## config.mk

```make
export PLATFORM = sky130hd
export DESIGN_NAME = spf_ctrl
export DESIGN_NICKNAME = d
export VERILOG_FILES = /design/src/rtl/spf_pkg.sv /design/src/rtl/spf_ctrl.sv
export VERILOG_INCLUDE_DIRS = /design/src /design/src/rtl
export SDC_FILE = /design/constraint.sdc
export NUM_CORES = 1
export LEC_CHECK = 0
export ABC_AREA = 0
export BUFFER_PORTS_ARGS = -buffer_cell sky130_fd_sc_hd__buf_2
export CORE_MARGIN = 2
export CORE_UTILIZATION = 35
export CTS_CLUSTER_SIZE = 16
export DETAILED_ROUTE_END_ITERATION = 8
export GPL_ROUTABILITY_DRIVEN = 0
export PLACE_DENSITY = 0.5
export RECOVER_POWER = 25
export SYNTH_ARGS = -nofsm -noshare
export SYNTH_HDL_FRONTEND = slang
export SYNTH_SLANG_ARGS = --single-unit
```

## constraint.sdc

```tcl
create_clock -name clk -period 2.7 [get_ports clk]
set_input_delay 0.405 -clock clk [delete_from_list [all_inputs] [get_ports clk]]
set_output_delay 0.405 -clock clk [all_outputs]
set_load 0.05 [all_outputs]
```

## src/rtl/spf_params.svh

```systemverilog
// Constants of the self-programming flash control block.
// Assumes a 20 MHz system clock and a 32-bit classic Wishbone slave port.
`ifndef SPF_PARAMS_SVH
`define SPF_PARAMS_SVH

// -----------------------------------------------------------------
// Register byte offsets
// -----------------------------------------------------------------
`define SPF_ADR_CTRL     8'h00
`define SPF_ADR_LOCK     8'h04
`define SPF_ADR_W        8

// -----------------------------------------------------------------
// Control register bits
// -----------------------------------------------------------------
`define SPF_B_IE         7
`define SPF_B_RWWB       6
`define SPF_B_RSV        5
`define SPF_B_RRE        4
`define SPF_B_BLB        3
`define SPF_B_PGW        2
`define SPF_B_PGE        1
`define SPF_B_EN         0
`define SPF_CTRL_RST     8'h00

// Accepted lower five control bit patterns
`define SPF_PAT_RRE      5'h11
`define SPF_PAT_BLB      5'h09
`define SPF_PAT_PGW      5'h05
`define SPF_PAT_PGE      5'h03
`define SPF_PAT_LOAD     5'h01
`define SPF_CMD_NONE     4'h0

// -----------------------------------------------------------------
// Lock byte
// -----------------------------------------------------------------
`define SPF_LK_LB1       0
`define SPF_LK_LB2       1
`define SPF_LK_APP_SECTION_LOCK_LO     2
`define SPF_LK_APP_SECTION_LOCK_HI     3
`define SPF_LK_BOOT_SECTION_LOCK_LO     4
`define SPF_LK_BOOT_SECTION_LOCK_HI     5
`define SPF_LOCK_RST     8'hff
`define SPF_BLB_MASK     8'h3c

// -----------------------------------------------------------------
// Flash geometry
// -----------------------------------------------------------------
`define SPF_STALL_SECTION_PAGE    8'he0
`define SPF_BOOT_P256    8'hfc
`define SPF_BOOT_P512    8'hf8
`define SPF_BOOT_P1K     8'hf0
`define SPF_BOOT_P2K     8'he0
`define SPF_FH_BSZ_HI    2
`define SPF_FH_BSZ_LO    1
`define SPF_ZP_PAGE_HI   14
`define SPF_ZP_PAGE_LO   7
`define SPF_ZP_WORD_HI   6
`define SPF_ZP_WORD_LO   1
`define SPF_ZP_BYTE      0
`define SPF_BUF_WORDS    64
`define SPF_ERASED_WORD  16'hffff

// -----------------------------------------------------------------
// Timing
// -----------------------------------------------------------------
`define SPF_SPM_WIN      2'h3
`define SPF_LPM_WIN      2'h3
`define SPF_PROG_MIN_NS  3700000
`define SPF_PROG_MAX_NS  4500000
`define SPF_CLK_NS       50
`define SPF_CNT_W        17

`endif

```

## src/rtl/spf_pkg.sv

```systemverilog
// Types of the self-programming flash control block.
// Assumes spf_params.svh for all numeric constants.
package spf_pkg;

  typedef struct packed {
    logic        spm;
    logic        lpm;
    logic        from_boot;
    logic [15:0] z;
    logic [7:0]  r1;
    logic [7:0]  r0;
  } spf_cpu_req_t;

  typedef enum logic [1:0] {
    SPF_IDLE = 2'b01,
    SPF_BUSY = 2'b10
  } spf_state_t;

  typedef enum logic [2:0] {
    SPF_OP_ERASE = 3'b001,
    SPF_OP_WRITE = 3'b010,
    SPF_OP_LOCK  = 3'b100
  } spf_op_t;

endpackage

```

## src/rtl/spf_ctrl.sv

```systemverilog
// Self-programming flash control: arming register, page buffer,
// timed erase/write/lock sequencer and lock-bit protection.
// Assumes a CPU that presents store/load-program requests as one-cycle
// strobes in cpu_req and a classic Wishbone master for the registers.
//
// Summary of operation
// - Ready interrupt requested while enabled, global enable set, spm_enable clear.
// - Erase/write into concurrent section sets rww_busy and blocks that section.
// - rww_busy clears by read-enable store after completion, or buffer load.
// - Control bit five is reserved and reads zero.
// - Read-enable plus store within four clocks re-enables section; refused busy.
// - Writing rww_read_enable during buffer loading discards loaded data.
// - Boot-lock store programs boot lock bits from r0, ignores r1, pointer.
// - Command bits self-clear on completion or unused four-clock window.
// - Load within three cycles of boot-lock arming returns lock or fuse.
// - Page-write store writes buffer to pointer page; data registers ignored.
// - Page-erase store erases pointer page; data registers ignored.
// - CPU halted during erase or write of the stall section.
// - Plain store loads r1:r0 into buffer word; pointer bit zero ignored.
// - spm_enable opens four clocks; clears on use, expiry, op end.
// - Undefined lower five bit patterns arm nothing.
// - Six lock bits, zero programmed; only chip erase or arst_n reset restores ones.
// - Memory lock mode two blocks external programming and locks fuses.
// - Memory lock mode three also blocks external verification.
// - Application lock low bit zero rejects stores into application.
// - Application lock high bit zero denies boot loads, masks interrupts.
// - Boot lock low bit zero rejects stores into boot section.
// - Boot lock high bit zero denies application loads, masks interrupts.
// - Erase, write and lock programming are self-timed within limits.
// - Page from pointer bits fourteen to seven, word from six to one.
//
// The Wishbone register port and the address map are this design's own decisions.
`timescale 1ns/1ps
`include "spf_params.svh"

module spf_ctrl
  import spf_pkg::*;
#(
  parameter int PROG_CYCLES =
    (`SPF_PROG_MIN_NS + `SPF_CLK_NS - 1) / `SPF_CLK_NS
) (
  input  wire logic         clk,
  input  wire logic         arst_n,
  input  wire logic         wb_cyc_i,
  input  wire logic         wb_stb_i,
  input  wire logic         wb_we_i,
  input  wire logic [7:0]   wb_adr_i,
  input  wire logic [3:0]   wb_sel_i,
  input  wire logic [31:0]  wb_dat_i,
  output logic      [31:0]  wb_dat_o,
  output logic              wb_ack_o,
  input  spf_cpu_req_t      cpu_req,
  input  wire logic         gie,
  input  wire logic         ivec_in_boot,
  input  wire logic [7:0]   fuse_low,
  input  wire logic [7:0]   fuse_high,
  input  wire logic         chip_erase,
  input  wire logic [5:0]   buf_rd_sel,
  output logic      [15:0]  buf_rd_data,
  output logic      [7:0]   lpm_data,
  output logic              lpm_override,
  output logic              lpm_denied,
  output logic              spm_denied,
  output logic              flash_erase,
  output logic              flash_write,
  output logic      [7:0]   flash_page,
  output logic              cpu_halt,
  output logic              rww_access_block,
  output logic              spm_irq,
  output logic              app_irq_off,
  output logic              boot_irq_off,
  output logic              ext_prog_lock,
  output logic              ext_verify_lock,
  output logic              fuse_lock
);

  // ---------------------------------------------------------------
  // Decoding helpers
  // ---------------------------------------------------------------
  function automatic logic in_boot(input logic [7:0] pg,
                                   input logic [1:0] bsz);
    logic [7:0] first;
    case (bsz)
      2'h3:    first = `SPF_BOOT_P256;
      2'h2:    first = `SPF_BOOT_P512;
      2'h1:    first = `SPF_BOOT_P1K;
      default: first = `SPF_BOOT_P2K;
    endcase
    return pg >= first;
  endfunction

  function automatic logic is_cmd(input logic [4:0] p);
    return (p == `SPF_PAT_RRE) || (p == `SPF_PAT_BLB) ||
           (p == `SPF_PAT_PGW) || (p == `SPF_PAT_PGE) ||
           (p == `SPF_PAT_LOAD);
  endfunction

  localparam logic [`SPF_CNT_W-1:0] PROG_LAST =
    `SPF_CNT_W'(PROG_CYCLES - 1);

  // ---------------------------------------------------------------
  // State
  // ---------------------------------------------------------------
  spf_state_t               state;
  spf_op_t                  op;
  logic [`SPF_CNT_W-1:0]    op_cnt;
  logic [7:0]               op_r0;
  logic                     op_stall_section, irq_en, rww_busy, spm_enable;
  logic [3:0]               cmd;
  logic [1:0]               win_cnt, lpm_cnt;
  logic [7:0]               lock;
  logic [15:0]              page_buf [`SPF_BUF_WORDS];
  logic [`SPF_BUF_WORDS-1:0] buf_val;

  logic                     wb_req, wb_wr, ctrl_wr, arm_ok, armed;
  logic                     spm_go, is_pg, is_load, is_rre, is_blb;
  logic                     spm_blk, starts_busy, done, tgt_boot;
  logic [7:0]               zp_page, ctrl_rd;
  logic [5:0]               zp_word;
  logic [1:0]               bsz;

  assign bsz     = {fuse_high[`SPF_FH_BSZ_HI], fuse_high[`SPF_FH_BSZ_LO]};
  assign zp_page = cpu_req.z[`SPF_ZP_PAGE_HI:`SPF_ZP_PAGE_LO];
  assign zp_word = cpu_req.z[`SPF_ZP_WORD_HI:`SPF_ZP_WORD_LO];
  assign tgt_boot = in_boot(zp_page, bsz);

  // ---------------------------------------------------------------
  // Wishbone slave
  // ---------------------------------------------------------------
  // Registered ack: one wait state, writes land on the ack edge
  assign wb_req  = wb_cyc_i & wb_stb_i;
  assign wb_wr   = wb_req & wb_we_i & wb_ack_o & wb_sel_i[0];
  assign ctrl_wr = wb_wr & (wb_adr_i == `SPF_ADR_CTRL);
  assign ctrl_rd = {irq_en, rww_busy, 1'b0, cmd, spm_enable};

  always_ff @(posedge clk or negedge arst_n) begin
    if (!arst_n) begin
      wb_ack_o <= 1'b0;
    end else begin
      wb_ack_o <= wb_req & ~wb_ack_o;
    end
  end
  always_ff @(posedge clk or negedge arst_n) begin
    if (!arst_n) begin
      wb_dat_o <= 32'h0000_0000;
    end else if (wb_req && !wb_ack_o) begin
      case (wb_adr_i)
        `SPF_ADR_CTRL: wb_dat_o <= {24'h00_0000, ctrl_rd};
        `SPF_ADR_LOCK: wb_dat_o <= {24'h00_0000, lock};
        default:       wb_dat_o <= 32'h0000_0000;
      endcase
    end
  end

  // ---------------------------------------------------------------
  // Arming and command decode
  // ---------------------------------------------------------------
  // Re-arming is refused while a timed operation runs
  assign arm_ok  = ctrl_wr & (state == SPF_IDLE) &
                   is_cmd(wb_dat_i[4:0]);
  assign armed   = spm_enable & (state == SPF_IDLE);
  assign spm_go  = armed & cpu_req.spm;
  assign is_pg   = cmd[`SPF_B_PGW-1] | cmd[`SPF_B_PGE-1];
  assign is_load = (cmd == `SPF_CMD_NONE);
  assign is_rre  = cmd[`SPF_B_RRE-1];
  assign is_blb  = cmd[`SPF_B_BLB-1];
  assign spm_blk = is_pg & (tgt_boot ? ~lock[`SPF_LK_BOOT_SECTION_LOCK_LO]
                                     : ~lock[`SPF_LK_APP_SECTION_LOCK_LO]);
  assign starts_busy = (is_pg & ~spm_blk) | is_blb;
  assign done    = (state == SPF_BUSY) & (op_cnt == '0);
  always_ff @(posedge clk or negedge arst_n) begin
    if (!arst_n) begin
      irq_en <= 1'b0;
    end else if (ctrl_wr) begin
      irq_en <= wb_dat_i[`SPF_B_IE];
    end
  end
  always_ff @(posedge clk or negedge arst_n) begin
    if (!arst_n) begin
      spm_enable <= 1'b0;
      cmd        <= `SPF_CMD_NONE;
      win_cnt    <= 2'h0;
    end else if (arm_ok) begin
      spm_enable <= 1'b1;
      cmd        <= wb_dat_i[4:1];
      win_cnt    <= `SPF_SPM_WIN;
    end else if (done || (spm_go && !starts_busy) ||
                 (armed && !spm_go && win_cnt == 2'h0)) begin
      spm_enable <= 1'b0;
      cmd        <= `SPF_CMD_NONE;
    end else if (armed && !spm_go) begin
      win_cnt <= win_cnt - 2'h1;
    end
  end

  // Window for reading lock and fuse bytes by program load
  always_ff @(posedge clk or negedge arst_n) begin
    if (!arst_n) begin
      lpm_cnt <= 2'h0;
    end else if (arm_ok && wb_dat_i[4:0] == `SPF_PAT_BLB) begin
      lpm_cnt <= `SPF_LPM_WIN;
    end else if (lpm_cnt != 2'h0) begin
      lpm_cnt <= lpm_cnt - 2'h1;
    end
  end

  // ---------------------------------------------------------------
  // Timed operation sequencer
  // ---------------------------------------------------------------
  always_ff @(posedge clk or negedge arst_n) begin
    if (!arst_n) begin
      state   <= SPF_IDLE;
      op      <= SPF_OP_ERASE;
      op_cnt  <= '0;
      op_stall_section <= 1'b0;
      op_r0   <= 8'hff;
    end else begin
      case (state)
        SPF_IDLE: begin
          if (spm_go && starts_busy) begin
            state   <= SPF_BUSY;
            op_cnt  <= PROG_LAST;
            op_r0   <= cpu_req.r0;
            op_stall_section <= is_pg & (zp_page >= `SPF_STALL_SECTION_PAGE);
            op      <= is_blb ? SPF_OP_LOCK :
                       cmd[`SPF_B_PGW-1] ? SPF_OP_WRITE :
                       SPF_OP_ERASE;
          end
        end
        SPF_BUSY: begin
          if (op_cnt == '0) begin
            state <= SPF_IDLE;
          end else begin
            op_cnt <= op_cnt - `SPF_CNT_W'(1);
          end
        end
        default: state <= SPF_IDLE;
      endcase
    end
  end

  always_ff @(posedge clk or negedge arst_n) begin
    if (!arst_n) begin
      flash_erase <= 1'b0;
      flash_write <= 1'b0;
      flash_page  <= 8'h00;
      spm_denied  <= 1'b0;
    end else begin
      flash_erase <= spm_go & is_pg & ~spm_blk & cmd[`SPF_B_PGE-1];
      flash_write <= spm_go & is_pg & ~spm_blk & cmd[`SPF_B_PGW-1];
      spm_denied  <= spm_go & spm_blk;
      if (spm_go && is_pg) begin
        flash_page <= zp_page;
      end
    end
  end

  // Busy flag of the concurrently readable section; set beats clear
  always_ff @(posedge clk or negedge arst_n) begin
    if (!arst_n) begin
      rww_busy <= 1'b0;
    end else if (spm_go && is_pg && !spm_blk &&
                 zp_page < `SPF_STALL_SECTION_PAGE) begin
      rww_busy <= 1'b1;
    end else if (spm_go && (is_rre || is_load)) begin
      rww_busy <= 1'b0;
    end
  end

  // ---------------------------------------------------------------
  // Temporary page buffer
  // ---------------------------------------------------------------
  // Unloaded words read back erased so a partial page stays blank
  always_ff @(posedge clk) begin
    if (spm_go && is_load) begin
      page_buf[zp_word] <= {cpu_req.r1, cpu_req.r0};
    end
  end
  always_ff @(posedge clk or negedge arst_n) begin
    if (!arst_n) begin
      buf_val <= '0;
    end else if (spm_go && is_load) begin
      buf_val[zp_word] <= 1'b1;
    end else if (ctrl_wr && wb_dat_i[`SPF_B_RRE]) begin
      buf_val <= '0;
    end else if (done && op == SPF_OP_WRITE) begin
      buf_val <= '0;
    end
  end
  always_ff @(posedge clk or negedge arst_n) begin
    if (!arst_n) begin
      buf_rd_data <= `SPF_ERASED_WORD;
    end else begin
      buf_rd_data <= buf_val[buf_rd_sel] ? page_buf[buf_rd_sel]
                                         : `SPF_ERASED_WORD;
    end
  end

  // ---------------------------------------------------------------
  // Lock bits
  // ---------------------------------------------------------------
  // Programming only clears bits; chip erase or arst_n reset is the only way back
  always_ff @(posedge clk or negedge arst_n) begin
    if (!arst_n) begin
      lock <= `SPF_LOCK_RST;
    end else if (chip_erase) begin
      lock <= `SPF_LOCK_RST;
    end else if (done && op == SPF_OP_LOCK) begin
      lock <= lock & (op_r0 | ~`SPF_BLB_MASK);
    end
  end

  // ---------------------------------------------------------------
  // Program-load path
  // ---------------------------------------------------------------
  always_ff @(posedge clk or negedge arst_n) begin
    if (!arst_n) begin
      lpm_data     <= 8'h00;
      lpm_override <= 1'b0;
      lpm_denied   <= 1'b0;
    end else begin
      lpm_override <= cpu_req.lpm & (lpm_cnt != 2'h0);
      lpm_denied   <= cpu_req.lpm & (lpm_cnt == 2'h0) &
        ((cpu_req.from_boot & ~tgt_boot & ~lock[`SPF_LK_APP_SECTION_LOCK_HI]) |
         (~cpu_req.from_boot & tgt_boot & ~lock[`SPF_LK_BOOT_SECTION_LOCK_HI]) |
         (rww_busy & (zp_page < `SPF_STALL_SECTION_PAGE)));
      if (cpu_req.lpm) begin
        lpm_data <= cpu_req.z[`SPF_ZP_BYTE] ? lock : fuse_low;
      end
    end
  end

  // ---------------------------------------------------------------
  // Status outputs
  // ---------------------------------------------------------------
  assign cpu_halt         = (state == SPF_BUSY) & op_stall_section;
  assign rww_access_block = rww_busy;
  assign spm_irq          = irq_en & gie & ~spm_enable;
  assign app_irq_off  = ~lock[`SPF_LK_APP_SECTION_LOCK_HI] & ivec_in_boot &
                        ~cpu_req.from_boot;
  assign boot_irq_off = ~lock[`SPF_LK_BOOT_SECTION_LOCK_HI] & ~ivec_in_boot &
                        cpu_req.from_boot;
  assign ext_prog_lock   = ~lock[`SPF_LK_LB1];
  assign ext_verify_lock = ~lock[`SPF_LK_LB1] &
                           ~lock[`SPF_LK_LB2];
  assign fuse_lock       = ~lock[`SPF_LK_LB1];
endmodule // spf_ctrl

```

==> results of run 1 <==
critical path, delay by kind of cell:
family	cells	cell delay [ns]
and+or+nand+nor	3	0.70
muxes	1	0.39
AOI/OAI and AO/OA	2	0.51
adders and majority gates	1	0.29
buffers and inverters	3	0.79
flip-flops by register name, indices dropped and copies added (netlist names), 4 cells and up:
signal,count
buf_rd_data,16
buf_val,64
cmd,4
flash_page,8
lock,5
lpm_data,8
op_cnt,17
op_r0,4
page_buf,1024
wb_dat_o,8
final timing paths:
check,slack (ns),cells after the start,endpoint,from
max,0.19,10,cmd[3],cpu_req[26]
min,0.09,3,wb_dat_o[5],wb_adr_i[2]
max reg2reg,0.20,6,page_buf[45][10],state[0]
min reg2reg,0.49,2,wb_dat_o[3],wb_dat_o[3]
max in group asynchronous,1.71,3,op_cnt[2],arst_n
min in group asynchronous,0.28,2,flash_erase,arst_n
cell type report:
type / instances / area, um2 / share of cell area (%)
Sequential cell: 1177 / 34610 / 62.81
Multi-Input combinational cell: 970 / 10410 / 18.90
Timing Repair Buffer: 411 / 3905 / 7.087
Clock buffer: 162 / 3301 / 5.990
Tap cell: 1742 / 2180 / 3.955
Clock inverter: 63 / 614.3 / 1.115
Inverter: 17 / 63.81 / 0.1158
Antenna cell: 6 / 15.01 / 0.02725
power groups by stage:
| stage | Sequential (W) | Clock (W) | Combinational [W] |
|---|---|---|---|
| finish | 0.0199 | 0.0163 | 0.00215 |
| global route | 0.0199 | 0.0174 | 0.00230 |
| CTS | 0.0199 | 0.0167 | 0.00221 |
| detailed placement | 0.0202 | 0 | 0.00218 |
| global placement | 0.0202 | 0 | 0.00215 |
| floorplan | 0.0204 | 0 | 0.000950 |
cell usage after synthesis (3+ instances only):
library cell  number
and2_1             3
dfrtp_1          126
nand2b_1           5
buf_1             10
clkbuf_1          69
a21oi_1           49
edfxtp_1        1024
buf_6              6
nor2b_1           10
a22oi_1           70
o21ai_0           18
or2_2              4
buf_2             30
inv_1             17
o22a_1            19
nor4_1             4
and3_1             7
a22o_1            33
nand3_1           10
or3_1              6
nor2_1           200
nand4_1            3
dfstp_2           27
a221oi_1          32
nor4b_1            4
nand4b_1           5
mux4_2           272
mux2_2            17
nand3b_1           5
buf_4             31
nor3_1            26
xor2_1             6
nor3b_1            3
a32o_1             3
ha_1               6
o22ai_1           17
xnor2_1            9
mux2i_1           15
nand2_1           60
cell families after synthesis:
kind of cell	after synthesis
AO/OA/AOI/OAI	253
XOR/XNOR	15
adder cells (fa/ha/maj)	7
buffers and inverters	163
flip-flops	1177
multiplexers	304
other	1
AND/OR/NAND/NOR	367
what timing repair did:
action	CTS	global route
hold endpoints to repair	69	0
hold buffers	22	0
gates resized for setup	3	3
setup endpoints to repair	88	359
gates cloned	0	0
metal layers:
metal  GRT usage, %  vias to the layer above  part of all wire [%]
met3          3.781                      173                   6.7
met1          23.86                    12700                    42
met5              0                        -                 0.023
met4          5.245                        4                   2.9
li1               -                    10160                     -
met2          28.42                      735                    48
per-stage QoR:
step           hold WS [ns]  utilization, %  setup TNS, ns  power, W
2_1_floorplan        0.1094               -         -36.41   0.02131
3_3_place_gp         0.4426           39.43         -3.259   0.02238
3_5_place_dp         0.4546           39.43         -4.605   0.02242
4_1_cts             0.02192           42.63              0   0.03879
5_1_grt             0.05995           42.55              0   0.03956
6_report            0.08900           42.56              0   0.03834
==> impl_results.md, run 1 <==
* DR iter-0 viols at 2,039
* Worst Skew at 0.02924 ns
* First-pass GRT wire length at 169,000 um
* Tmin final at 2.514 ns
* WL per Instance at 25.79 um
* Failing checks: capacitance limit, slew limit
* Synth top area cells: edfxtp_1 67%, mux4_2 13%, dfrtp_1 6.9%, nor2_1 1.6%, dfstp_2 1.6%
* Slew Viols, Final at 259
* Post-DP Area at 0.05106 mm2
* Placed cells at 4,295
* Clock buffer depth at 3
* Global route overflow at 0
* Sw Share at 21.53%
* Detailed Place HPWL at 73,240 um
* Synth-to-layout area growth at 20.75%
* Unique masters post-synth at 61
* Mapped Cells at 2,287
* Design area at 0.05510 mm2
* Fraction of registers with async set/reset at 13.00%
* Comb pwr share at 5.6%
* Slowest cell on the critical path: dlygate4sd3_1
* Vias in the first global route at 24,700
* Final clock period utilization by the worst path at 93.10%
* Final wirelength at 117,300 um
* Core Rows at 132
* Final net count at 2,810
* Top Ports at 187
* Xor/xnor cell area share of the yosys netlist at 0.2879%
* Number of synthesized flops with an enable pin at 1,024
* Post-synthesis mux area share at 14.17%
* Antenna-violating nets left at 0
* Crit. End Element: flop
* Core region area at 0.1295 mm2
* Crit Path Category: in -> reg
* Synth warn at 0
* CTS tree: done
* Syn Std Cell Area at 0.04564 mm2
* Synth Area per Inst at 19.95 um2
* Post-Synth Simple-Gate Area at 3.707%
* PD cells at 695.8 mW/mm2
* #FFs+latches synth at 1,177
* Synth top area share at 67.38%
* Worst hold path class: in -> reg
* Fin. Hold Viols at 0
* Root Buffer: clkbuf_16
* Post-synthesis compound-gate area fraction at 4.019%
* Seq pwr share at 51.8%
* Share of cells above drive strength 1 at 32.79%
* Die height at 365.1 um
* Required @ worst endpoint at 3.28 ns
* Postcts setup bufs at 0
* Layout Cells excl Fill at 4,548
* Yosys top cell by area: edfxtp_1
* Global Route Usage Sum at 17.56%
* NetSw at 0.008256 W
* Relative slew slack at -29.94%
* Place WS at -0.3723 ns
* Count of input and output buffers at 126
* # fillers at 11,280
* Worst Path Max Fanout at 4
* Worst-Skew Late Latency at 0.71 ns
* Initial Utilization at 35.24%
* Total CTS buffers at 118
* Register area share after synthesis at 75.84%
* Die footprint at 0.1333 mm2
* Vias at 23,770
* Max Cap Viol at 7
* Status: complete, but fails checks
* Crit path cell chain: dlygate4sd3_1, buf_2, ha_1, nor4bb_1, buf_4, nor3_1, mux2_2, o22a_1, or3_1, a32o_1
* Clk network pwr share at 42.6%
* Die X at 365.1 um
* Fmax at 0.3978 GHz
* Worst-Margin Slew at 1.949 ns
* Final setup margin at 0.1862 ns
* Residual DRC count at 0
* CP arrival at 3.10 ns
* Clk sink count at 1,177
* Clk pin slew, worst setup/hold paths at 0.06 ns
* Most common cell after layout, fill and taps aside: edfxtp_1
* Worst path max stage delay at 0.53 ns
* Main synth FF type: edfxtp_1
* H-tree depth at 3
* Cell-internal power at 0.03008 W
* Largest net degree at the start of global routing at 65
* Largest family of logic cells by synthesized area: multiplexers
* VDD IR-drop max at 482.7 uV
* RSZ-0062 raised after global routing: no
* Crit path launch type: input pin
* Most frequent cells in the layout: 1,024 x edfxtp_1, 272 x mux4_2, 171 x nor2_1
* Vias per inst at 5.227
* Initial antenna violation count at 9
* Adder-Cell Fraction of Synth Area at 0.1864%
* Leak pwr at 18.54 nW
* Number of setup violations in the final report at 0
* TritonRoute pass-1 iters at 5
Power figures use the tool's default switching activity.
==> run 2: changes to the inputs <==
--- a/config.mk
+++ b/config.mk
@@ -13,7 +13,7 @@
 export CTS_CLUSTER_SIZE = 16
 export DETAILED_ROUTE_END_ITERATION = 8
 export GPL_ROUTABILITY_DRIVEN = 0
-export PLACE_DENSITY = 0.5
+export PLACE_DENSITY = 0.48
 export RECOVER_POWER = 25
 export SYNTH_ARGS = -nofsm -noshare
 export SYNTH_HDL_FRONTEND = slang
==> constraint.sdc (replaced) <==
create_clock -name clk -period 3 [get_ports clk]
set_input_delay 0.45 -clock clk [delete_from_list [all_inputs] [get_ports clk]]
set_output_delay 0.45 -clock clk [all_outputs]
set_load 0.05 [all_outputs]
==> run 2 against run 1 <==
  * Critical endpoint is now page_buf[33][0]
  * Die area unchanged
  * Clock skew up 0.0023 ns
  * Non-clock buffer count shrank 2
  * Global-route usage is 1.3 points higher
  * Core utilization up 0.17 points
  * Final cell count about the same
  * Flip-flop and latch count stayed put
  * Hold slack worse by 0.0029 ns
  * Clock power is 5% lower
  * Clock-buffer cell count up 2
  * Largest power group unchanged
  * The run still ends with capacitance limit, slew limit left
==> impl_results.md, run 2 (synthesis results as in run 1) <==
* Clk sink count at 1,177
* Worst Skew at 0.03157 ns
* Vias in the first global route at 24,820
* Largest Register: page_buf
* Count of input and output buffers at 126
* Clk network pwr share at 43.8%
* Postcts setup bufs at 0
* Cts hold-fix bufs at 22
* CTS tree: done
* Synth-to-layout area growth at 21.23%
* Total CTS buffers at 130
* Final setup margin at 0.3918 ns
* Leak pwr at 18.66 nW
* Tmin final at 2.608 ns
* CP bufs+invs at 2
* Max reg flops at 1,024
* Vias at 23,870
* Sw Share at 21.85%
* Slowest cell on the critical path: dlymetal6s4s_1
* TritonRoute pass-1 iters at 7
* Most frequent cells in the layout: 1,024 x edfxtp_1, 272 x mux4_2, 176 x nor2_1
* Global route overflow at 0
* Worst path depth at 2
* Fmax at 0.3834 GHz
* R2R cell count at 7
* Detailed Place HPWL at 77,800 um
* Die footprint at 0.1333 mm2
* Cell count of the worst hold path at 3
* Status: complete, but fails checks
* Critical R2R Launch: cmd[0]
* Core region area at 0.1295 mm2
* Global Route Usage Sum at 18.83%
* Final clock period utilization by the worst path at 86.94%
* Vias per inst at 5.247
* Crit path cell chain: clkbuf_1, dlymetal6s4s_1
* Worst Path Max Fanout at 33
* Share of cells above drive strength 1 at 32.53%
* Setup tns final at 0 ns
* Antenna-violating nets left at 0
* Seq pwr share at 50.7%
* Number of setup violations in the final report at 0
* Final core utilization at 42.73%
* Final net count at 2,820
* Place WS at 0.01303 ns
* Worst path max stage delay at 1.23 ns
* Die X at 365.1 um
* Clock buffer depth at 3
* Core Rows at 132
* Initial Utilization at 35.24%
* RSZ-0062 raised after global routing: no
* Most common cell after layout, fill and taps aside: edfxtp_1
* Clk pin slew, worst setup/hold paths at 0.06 ns
* CP arrival at 2.96 ns
* PD cells at 638.2 mW/mm2
* Worst-Skew Late Latency at 0.76 ns
* VDD IR-drop max at 510.4 uV
* Max Cap Viol at 12
* Worst setup path start: cpu_req[0]
* Dominant delay contributor by cell family on the critical path: buffers and inverters
* Initial antenna violation count at 10
* Slew Viols, Final at 514
* H-tree depth at 4
* DR iter-0 viols at 2,030
* # fillers at 11,350
* Root Buffer: clkbuf_16
* NetSw at 0.007715 W
* Biggest regs: page_buf (1024), buf_val (64), op_cnt (17)
* Failing checks: capacitance limit, slew limit
* Worst-Margin Slew at 2.228 ns
* Required @ worst endpoint at 3.35 ns
* Relative slew slack at -48.53%
* Crit. End Element: flop
* Fin. Hold Viols at 0
* Worst hold path class: in -> reg
* Post_cts resized at 0
* Die height at 365.1 um
* Hold Path Origin: cpu_req[33]
* First-pass GRT wire length at 178,500 um
* Worst Hold Slack at 0.08609 ns
* Crit path launch type: input pin
* Final wirelength at 124,300 um
* Largest net degree at the start of global routing at 65
* Comb pwr share at 5.5%
* Cell-internal power at 0.02759 W
* N_diodes at 0
* Top Ports at 187
* Residual DRC count at 0
* Crit Path Category: in -> reg
* WL per Instance at 27.31 um
[run 2: through the flow]
step	total power, W	std cells	cell area [um2]
finish	0.03531	4549	55320
global route	0.03645	4549	55320
CTS	0.03573	4549	55410
detailed placement	0.02017	4293	51040
global placement	0.02014	4293	51040
floorplan	0.01918	2310	45720
[run 2: cell type report]
class / count / area (um2) / area share, %
clock inverter: 70 / 586.8 / 1.061
timing repair buffer: 409 / 3931 / 7.106
multi-input combinational: 970 / 10390 / 18.78
sequential: 1177 / 34610 / 62.56
tap: 1742 / 2180 / 3.940
clock buffer: 164 / 3558 / 6.432
inverter: 17 / 63.81 / 0.1153
[run 2: routing by layer]
layer | routed length, um | vias to the layer above | track usage (%) | share of wire (%)
met5 | 46 | - | 0 | 0.037
met4 | 2528 | 8 | 4.825 | 2.0
met3 | 7154 | 151 | 3.937 | 5.8
met2 | 60230 | 733 | 30.59 | 48
met1 | 54300 | 12810 | 25.89 | 44
li1 | - | 10170 | - | -
[run 2: power by group through the flow]
| stage | clock [W] | sequential, W | combinational [W] |
|---|---|---|---|
| floorplan | 0 | 0.0183 | 0.000854 |
| global placement | 0 | 0.0182 | 0.00193 |
| detailed placement | 0 | 0.0182 | 0.00196 |
| CTS | 0.0159 | 0.0179 | 0.00199 |
| global route | 0.0165 | 0.0179 | 0.00207 |
| finish | 0.0155 | 0.0179 | 0.00194 |
[run 2: final timing paths]
path,end,slack (ns)
setup / recovery,page_buf[33][0],0.39
hold / removal,lpm_denied,0.09
setup reg to reg,page_buf[47][13],0.44
hold reg to reg,wb_dat_o[5],0.49
max in group asynchronous,op_r0[4],2.00
min in group asynchronous,op_cnt[6],0.17
